$ cat config.mk
export PLATFORM = sky130hd
export DESIGN_NAME = general_purpose_pin_port
export DESIGN_NICKNAME = d
export VERILOG_FILES = /design/src/include/gpio_pin_pkg.sv /design/src/core/general_purpose_pin_port.sv
export VERILOG_INCLUDE_DIRS = /design/src /design/src/include
export SDC_FILE = /design/constraint.sdc
export NUM_CORES = 1
export LEC_CHECK = 0
export BUFFER_PORTS_ARGS = -buffer_cell sky130_fd_sc_hd__buf_2
export CORE_MARGIN = 2
export CORE_UTILIZATION = 57
export DETAILED_ROUTE_END_ITERATION = 6
export PLACE_DENSITY_LB_ADDON = 0.1
export SLEW_MARGIN = 20
export SYNTH_ARGS = -nofsm -noshare
export SYNTH_HDL_FRONTEND = slang
export SYNTH_SLANG_ARGS = --single-unit
$ cat constraint.sdc
create_clock -name mclk -period 4.3 [get_ports mclk]
set_input_delay 0.86 -clock mclk [delete_from_list [all_inputs] [get_ports mclk]]
set_output_delay 0.86 -clock mclk [all_outputs]
set_load 0.005 [all_outputs]
$ cat src/include/gpio_pin_consts.svh
// Constants for the general-purpose pin port: offsets, fields, reset values
// Summary of operation
// - A pin is general-purpose only while its enable bit is 1.
// - Enabled pin with direction bit 0 is an input, driver off.
// - Enabled pin with direction bit 1 is an output and is driven.
// - Direction bit has no effect while the pin's enable bit is clear.
// - Enable register: bit x for pin x, 15..0; upper bits read zero.
// - Reset sets enable bits for pins 0 and 3..7; others clear.
// - Direction register: bit x for pin x, 15..0; upper bits read zero.
// - Reset clears all direction bits; every pin starts as input.
`ifndef GPIO_PIN_CONSTS_SVH
`define GPIO_PIN_CONSTS_SVH

`define PIN_COUNT            16
`define PIN_ENABLE_OFFSET    32'h01b0_0000
`define PIN_DIRECTION_OFFSET 32'h01b0_0004
`define PIN_DATA_OUT_OFFSET  32'h01b0_0008
`define PIN_DATA_IN_OFFSET   32'h01b0_000c
`define PIN_ENABLE_RESET     16'h00f9
`define PIN_DIRECTION_RESET  16'h0000
`define PIN_DATA_OUT_RESET   16'h0000
`define AXI_RESP_OKAY        2'h0
`define AXI_RESP_SLVERR      2'h2

`endif

$ cat src/include/gpio_pin_pkg.sv
// Types shared by the general-purpose pin port
`default_nettype none
package gpio_pin_pkg;
  typedef logic [15:0] pin_vec_t;
endpackage
`default_nettype wire

$ cat src/core/general_purpose_pin_port.sv
// General-purpose pin port with AXI4-Lite register access
//
// Our own choice: the AXI4-Lite register port.
`timescale 1ns/1ps
`default_nettype none
`include "gpio_pin_consts.svh"

module general_purpose_pin_port
  import gpio_pin_pkg::*;
(
  input  wire logic        mclk,          // 40 MHz clock
  input  wire logic        resetn,        // Async reset, active low
  input  wire logic [31:0] s_axi_awaddr,  // Write address
  input  wire logic        s_axi_awvalid, // Write address valid
  output logic             s_axi_awready, // Write address ready
  input  wire logic [31:0] s_axi_wdata,   // Write data
  input  wire logic [3:0]  s_axi_wstrb,   // Write byte strobes
  input  wire logic        s_axi_wvalid,  // Write data valid
  output logic             s_axi_wready,  // Write data ready
  output logic [1:0]       s_axi_bresp,   // Write response
  output logic             s_axi_bvalid,  // Write response valid
  input  wire logic        s_axi_bready,  // Write response ready
  input  wire logic [31:0] s_axi_araddr,  // Read address
  input  wire logic        s_axi_arvalid, // Read address valid
  output logic             s_axi_arready, // Read address ready
  output logic [31:0]      s_axi_rdata,   // Read data
  output logic [1:0]       s_axi_rresp,   // Read response
  output logic             s_axi_rvalid,  // Read data valid
  input  wire logic        s_axi_rready,  // Read data ready
  input  wire logic [15:0] general_pins_in,  // Pin levels
  output logic      [15:0] general_pins_out, // Pin drive values
  output logic      [15:0] general_pins_oe_n,// Drive enable, low drives
  output logic      [15:0] pin_gp_mode      // High: pin owned by this block
);

  // ---------------------------------------------------------------
  // Registers
  // ---------------------------------------------------------------
  pin_vec_t    pin_enable_r, pin_enable_nxt;
  pin_vec_t    pin_direction_r, pin_direction_nxt;
  pin_vec_t    pin_data_out_r, pin_data_out_nxt;
  logic        aw_held_r, aw_held_nxt;
  logic [31:0] aw_addr_r, aw_addr_nxt;
  logic        w_held_r, w_held_nxt;
  logic [31:0] w_data_r, w_data_nxt;
  logic [3:0]  w_strb_r, w_strb_nxt;
  logic        bvalid_r, bvalid_nxt;
  logic [1:0]  bresp_r, bresp_nxt;
  logic        rvalid_r, rvalid_nxt;
  logic [1:0]  rresp_r, rresp_nxt;
  logic [31:0] rdata_r, rdata_nxt;
  pin_vec_t    gp_mode_r, gp_mode_nxt;
  pin_vec_t    pins_oe_n_r, pins_oe_n_nxt;
  pin_vec_t    pins_out_r, pins_out_nxt;

  // ---------------------------------------------------------------
  // Helpers
  // ---------------------------------------------------------------
  // Registers sit on word boundaries, so the byte-offset bits are dropped
  function automatic logic [31:0] word_addr(input logic [31:0] a);
    return {a[31:2], 2'b00};
  endfunction

  // Only byte lanes 0 and 1 hold bits; lanes 2 and 3 are reserved
  function automatic pin_vec_t merge_strb(input pin_vec_t old_v, input logic [31:0] d,
                                          input logic [3:0] strb);
    pin_vec_t v;
    v = old_v;
    if (strb[0]) v[7:0] = d[7:0];
    if (strb[1]) v[15:8] = d[15:8];
    return v;
  endfunction

  // ---------------------------------------------------------------
  // Write channel
  // ---------------------------------------------------------------
  logic do_write;
  // Refuse new requests while the answer still waits to be taken
  assign s_axi_awready = !aw_held_r && !bvalid_r;
  assign s_axi_wready  = !w_held_r && !bvalid_r;
  assign do_write      = aw_held_r && w_held_r && !bvalid_r;

  always_comb begin
    aw_held_nxt       = aw_held_r;
    aw_addr_nxt       = aw_addr_r;
    w_held_nxt        = w_held_r;
    w_data_nxt        = w_data_r;
    w_strb_nxt        = w_strb_r;
    bvalid_nxt        = bvalid_r;
    bresp_nxt         = bresp_r;
    pin_enable_nxt    = pin_enable_r;
    pin_direction_nxt = pin_direction_r;
    pin_data_out_nxt  = pin_data_out_r;
    // Address and data may come in either order; each waits here for the other
    if (s_axi_awvalid && s_axi_awready) begin
      aw_held_nxt = 1'b1;
      aw_addr_nxt = s_axi_awaddr;
    end
    if (s_axi_wvalid && s_axi_wready) begin
      w_held_nxt = 1'b1;
      w_data_nxt = s_axi_wdata;
      w_strb_nxt = s_axi_wstrb;
    end
    if (do_write) begin
      aw_held_nxt = 1'b0;
      w_held_nxt  = 1'b0;
      bvalid_nxt  = 1'b1;
      bresp_nxt   = `AXI_RESP_OKAY;
      // Upper bits are reserved, so only the low two lanes land
      case (word_addr(aw_addr_r))
        `PIN_ENABLE_OFFSET:    pin_enable_nxt = merge_strb(pin_enable_r, w_data_r, w_strb_r);
        `PIN_DIRECTION_OFFSET: pin_direction_nxt = merge_strb(pin_direction_r, w_data_r, w_strb_r);
        `PIN_DATA_OUT_OFFSET:  pin_data_out_nxt = merge_strb(pin_data_out_r, w_data_r, w_strb_r);
        // Input levels are read-only: the write is accepted and dropped
        `PIN_DATA_IN_OFFSET:   bresp_nxt = `AXI_RESP_OKAY;
        default:               bresp_nxt = `AXI_RESP_SLVERR;
      endcase
    end
    if (bvalid_r && s_axi_bready) begin
      bvalid_nxt = 1'b0;
    end
  end

  always_ff @(posedge mclk or negedge resetn) begin
    if (!resetn) begin
      aw_held_r       <= 1'b0;
      aw_addr_r       <= 32'h0000_0000;
      w_held_r        <= 1'b0;
      w_data_r        <= 32'h0000_0000;
      w_strb_r        <= 4'h0;
      bvalid_r        <= 1'b0;
      bresp_r         <= `AXI_RESP_OKAY;
      pin_enable_r    <= `PIN_ENABLE_RESET;
      pin_direction_r <= `PIN_DIRECTION_RESET;
      pin_data_out_r  <= `PIN_DATA_OUT_RESET;
    end else begin
      aw_held_r       <= aw_held_nxt;
      aw_addr_r       <= aw_addr_nxt;
      w_held_r        <= w_held_nxt;
      w_data_r        <= w_data_nxt;
      w_strb_r        <= w_strb_nxt;
      bvalid_r        <= bvalid_nxt;
      bresp_r         <= bresp_nxt;
      pin_enable_r    <= pin_enable_nxt;
      pin_direction_r <= pin_direction_nxt;
      pin_data_out_r  <= pin_data_out_nxt;
    end
  end

  assign s_axi_bvalid = bvalid_r;
  assign s_axi_bresp  = bresp_r;

  // ---------------------------------------------------------------
  // Read channel
  // ---------------------------------------------------------------
  assign s_axi_arready = !rvalid_r;

  always_comb begin
    rvalid_nxt = rvalid_r;
    rresp_nxt  = rresp_r;
    rdata_nxt  = rdata_r;
    if (s_axi_arvalid && s_axi_arready) begin
      rvalid_nxt = 1'b1;
      rresp_nxt  = `AXI_RESP_OKAY;
      // Pins are sampled once, on the address edge, and held for the answer
      case (word_addr(s_axi_araddr))
        `PIN_ENABLE_OFFSET:    rdata_nxt = {16'h0000, pin_enable_r};
        `PIN_DIRECTION_OFFSET: rdata_nxt = {16'h0000, pin_direction_r};
        `PIN_DATA_OUT_OFFSET:  rdata_nxt = {16'h0000, pin_data_out_r};
        `PIN_DATA_IN_OFFSET:   rdata_nxt = {16'h0000, general_pins_in};
        default: begin
          rdata_nxt = 32'h0000_0000;
          rresp_nxt = `AXI_RESP_SLVERR;
        end
      endcase
    end else if (rvalid_r && s_axi_rready) begin
      rvalid_nxt = 1'b0;
    end
  end

  always_ff @(posedge mclk or negedge resetn) begin
    if (!resetn) begin
      rvalid_r <= 1'b0;
      rresp_r  <= `AXI_RESP_OKAY;
      rdata_r  <= 32'h0000_0000;
    end else begin
      rvalid_r <= rvalid_nxt;
      rresp_r  <= rresp_nxt;
      rdata_r  <= rdata_nxt;
    end
  end

  assign s_axi_rvalid = rvalid_r;
  assign s_axi_rresp  = rresp_r;
  assign s_axi_rdata  = rdata_r;

  // ---------------------------------------------------------------
  // Pin control
  // ---------------------------------------------------------------
  // Direction is gated by enable, so a disabled pin never drives
  // Built from the next register values: pins move on the write edge itself
  always_comb begin
    gp_mode_nxt   = pin_enable_nxt;
    pins_oe_n_nxt = ~(pin_enable_nxt & pin_direction_nxt);
    pins_out_nxt  = pin_data_out_nxt & pin_enable_nxt;
  end

  always_ff @(posedge mclk or negedge resetn) begin
    if (!resetn) begin
      gp_mode_r   <= `PIN_ENABLE_RESET;
      pins_oe_n_r <= ~(`PIN_ENABLE_RESET & `PIN_DIRECTION_RESET);
      pins_out_r  <= `PIN_DATA_OUT_RESET & `PIN_ENABLE_RESET;
    end else begin
      gp_mode_r   <= gp_mode_nxt;
      pins_oe_n_r <= pins_oe_n_nxt;
      pins_out_r  <= pins_out_nxt;
    end
  end

  // Pad-side outputs come straight from flip-flops
  assign pin_gp_mode       = gp_mode_r;
  assign general_pins_oe_n = pins_oe_n_r;
  assign general_pins_out  = pins_out_r;

endmodule // general_purpose_pin_port

`default_nettype wire

==> flow_metrics.py <==
metrics = {
    "final_layout": {
        "fin_nets": 889,
        "fillers": 918,
        "layout-drive-gt1-share": 0.458,
        "diodes": 0,
        "area_growth_pct": 20.8,
    },
    "routing": {
        "drtIter0Drc": 520,
        "drt-wirelength-per-cell_um": 20.1,
        "wl_mm": 19.1,
        "drt_first_pass_iters": 6,
        "post-route-drc-count": 0,
        "vias": 5785,
        "avgViaCountPerCell": 6.08,
        "drtAntennaViolNets": 0,
    },
    "yosys": {
        "syn_inst": 614,
        "yosysWarnings": 0,
        "synth_cell_types": 43,
        "synthArstFlopShare": 1.00,
        "synth-edff-count": 0,
        "synth_area_mm2": 0.00750,
        "synth.yosys.seq_area_share": 0.504,
        "avgSynthCellArea_um2": 12.2,
        "ys_seq_elements": 150,
        "synthFlopType": "dfrtp_1",
    },
    "sta": {
        "slew_violations": 0,
        "hold_viol": 0,
        "min_period_ns": 2.98,
        "fmax_ghz": 0.336,
        "hold-worst-slack_ns": 0.479,
        "setup-tns-final_ns": 0,
        "fin_skew_ns": 0.00595,
        "worst_pin_slew_ns": 1.10,
        "setup_violations": 0,
        "period_share": 0.692,
        "rsz0062_at_grt": "false",
        "relSlewSlack": 0.268,
    },
    "power": {
        "power_density_mw_per_mm2": 497,
        "ir_drop_mv": 0.444,
        "p_leak_nw": 4.27,
    },
    "cts": {
        "clk_root_buffer_cell": "clkbuf_16",
        "cts-buffers-inserted": 17,
        "h-tree-depth": 4,
        "post_cts_resized": 0,
        "clockBufferDepth": 2,
        "path_clk_slew_ns": 0.06,
        "worstSkewPairLatency_ns": 0.43,
        "clock-sinks": 150,
        "cts_setup_buffers": 0,
        "cts_tree": "done",
        "ctsHoldBuffers": 0,
    },
    "floorplan": {
        "core-area_mm2": 0.0127,
        "initial_core_util": 0.590,
        "die_area_mm2": 0.0141,
        "die_x_um": 119,
        "fp-row-count": 41,
        "die_y_um": 119,
        "pin_count": 212,
    },
    "global_route": {
        "grt_overflow": 0,
        "grt_max_degree": 99,
        "antenna_found_initial": 1,
        "grt_first_pass_wirelength_mm": 30.6,
        "grt_pass1_vias": 5749,
        "grt_usage": 0.278,
    },
    "placement": {
        "numPortBuffers": 171,
        "dp_hpwl_mm": 12.2,
        "place_congestion": 0.853,
    },
    "worst_setup_path": {
        "r2r-end": "pin_gp_mode[13]",
        "endpoint_kind": "flop",
        "rrSetupSlack_ns": 1.32,
        "critPathMaxStageDelay_ns": 0.67,
        "crit_type": "flop to flop",
        "start_kind": "flop",
        "worstPathArrival_ns": 3.29,
        "cpMaxStageDelayCell": "nor4_4",
        "crit_chain": "nor4b_4, nand4_4, buf_4, nor4_4, mux2_2",
        "cp.required_ns": 4.61,
        "worstPathMaxFanout": 37,
        "rr_worst_depth": 5,
        "r2r_start": "aw_addr_r[14]",
    },
    "hold_path": {
        "whs_path_depth": 2,
        "hold_path_class": "flop to flop",
        "min_to": "s_axi_rdata[5]",
        "hold_start": "s_axi_rdata[5]",
    },
    "outcome": {
        "status": "complete, no violations",
    },
    "run": {
        "cap_viol_max_count": 0,
    },
}
logic make-up (layout without fill, tap and decap cells):
kind of cell           after synthesis  after routing  share of synthesized area
muxes                              140            140                      0.209
other                                1             18                   0.000500
AOI/OAI and AO/OA                   58             58                     0.0597
buffers and inverters               65            213                     0.0432
and+or+nand+nor                    200            200                      0.184
DFF                                150            150                      0.504
cell type report:
cell class | instances | area, um^2 | share of cell area
clock inverters | 13 | 226 | 0.0250
well taps | 172 | 215 | 0.0237
flip-flops and latches | 150 | 3780 | 0.417
multi-input cells | 416 | 3460 | 0.382
clock buffers | 19 | 453 | 0.0499
inverters | 2 | 7.51 | 0.000828
repair buffers | 179 | 922 | 0.102
how the worst max path moves through the flow:
| stage | slack [ns] | startpoint | to |
|---|---|---|---|
| global placement | 1.25 | s_axi_araddr[6] | s_axi_rdata[14] |
| CTS | 1.33 | aw_addr_r[13] | pin_gp_mode[13] |
| floorplan | 1.91 | s_axi_araddr[6] | s_axi_rdata[10] |
| finish | 1.32 | aw_addr_r[14] | pin_gp_mode[13] |
| detailed placement | 1.13 | s_axi_araddr[6] | s_axi_rdata[9] |
| global route | 1.13 | aw_addr_r[13] | pin_gp_mode[13] |
per-stage QoR:
stage / setup WS [ns] / area, um^2 / util / cells / power (mW)
after floorplan: 1.91 / 7570 / - / 631 / 2.55
after global placement: 1.25 / 8390 / 0.659 / 919 / 2.77
after detailed placement: 1.13 / 8390 / 0.659 / 919 / 2.83
after CTS: 1.33 / 9070 / 0.713 / 951 / 4.53
after global routing: 1.13 / 9070 / 0.713 / 951 / 4.71
final: 1.32 / 9070 / 0.713 / 951 / 4.51
synth_stat cells (all sizes together), types with 4 or more instances:
cell type / count / share of area
dfrtp: 128 / 0.43
mux2: 108 / 0.17
nand2: 43 / 0.022
nand3: 36 / 0.024
clkbuf: 35 / 0.018
mux2i: 32 / 0.043
buf: 28 / 0.025
nor4: 26 / 0.035
dfstp: 22 / 0.077
nand4: 19 / 0.018
and3b: 18 / 0.021
o221ai: 16 / 0.019
o311ai: 16 / 0.019
nor3: 13 / 0.013
or4: 12 / 0.012
a31oi: 10 / 0.0083
nand3b: 10 / 0.010
o211ai: 8 / 0.0080
nor2: 6 / 0.0030
a21oi: 5 / 0.0033
and4b: 4 / 0.0053
nor4b: 4 / 0.0087
state kept, by name, summed over array words and instances, names as in the netlist:
| register | cells |
|---|---|
| pin_direction_r | 16 |
| pin_data_out_r | 16 |
| general_pins_oe_n | 16 |
| w_data_r | 16 |
| s_axi_rresp | 1 |
| general_pins_out | 16 |
| s_axi_bvalid | 1 |
| s_axi_rdata | 16 |
| s_axi_rvalid | 1 |
| aw_addr_r | 30 |
| aw_held_r | 1 |
| s_axi_bresp | 1 |
| w_strb_r | 2 |
| w_held_r | 1 |
| pin_gp_mode | 16 |
routing by layer:
metal,global-route usage,share of wire
met4,0.0982,0.024
met3,0.0763,0.074
met2,0.436,0.48
met1,0.374,0.42
met5,0,0
where the power goes:
| group | total [mW] | internal, mW | switching, mW |
|---|---|---|---|
| combinational | 0.809 | 0.414 | 0.395 |
| clock | 1.69 | 1.11 | 0.573 |
| sequential | 2.01 | 1.66 | 0.352 |
| total | 4.51 | 3.19 | 1.32 |
layout by cell type, fill, tap and decap left out, types with 19 or more instances in the layout:
master	count
nand3_1	36
mux2_2	100
nor4_1	19
nand2_1	43
mux2i_1	32
dfstp_2	22
buf_2	170
dfrtp_1	128
worst max-delay path: cells and delay by family, from the launching register on:
family                 cells  cell delay [ns]
AND/OR/NAND/NOR            3             1.60
flip-flops                 1             0.40
buffers and inverters      1             0.43
multiplexers               1             0.42
(Power assumes the default switching activity.)
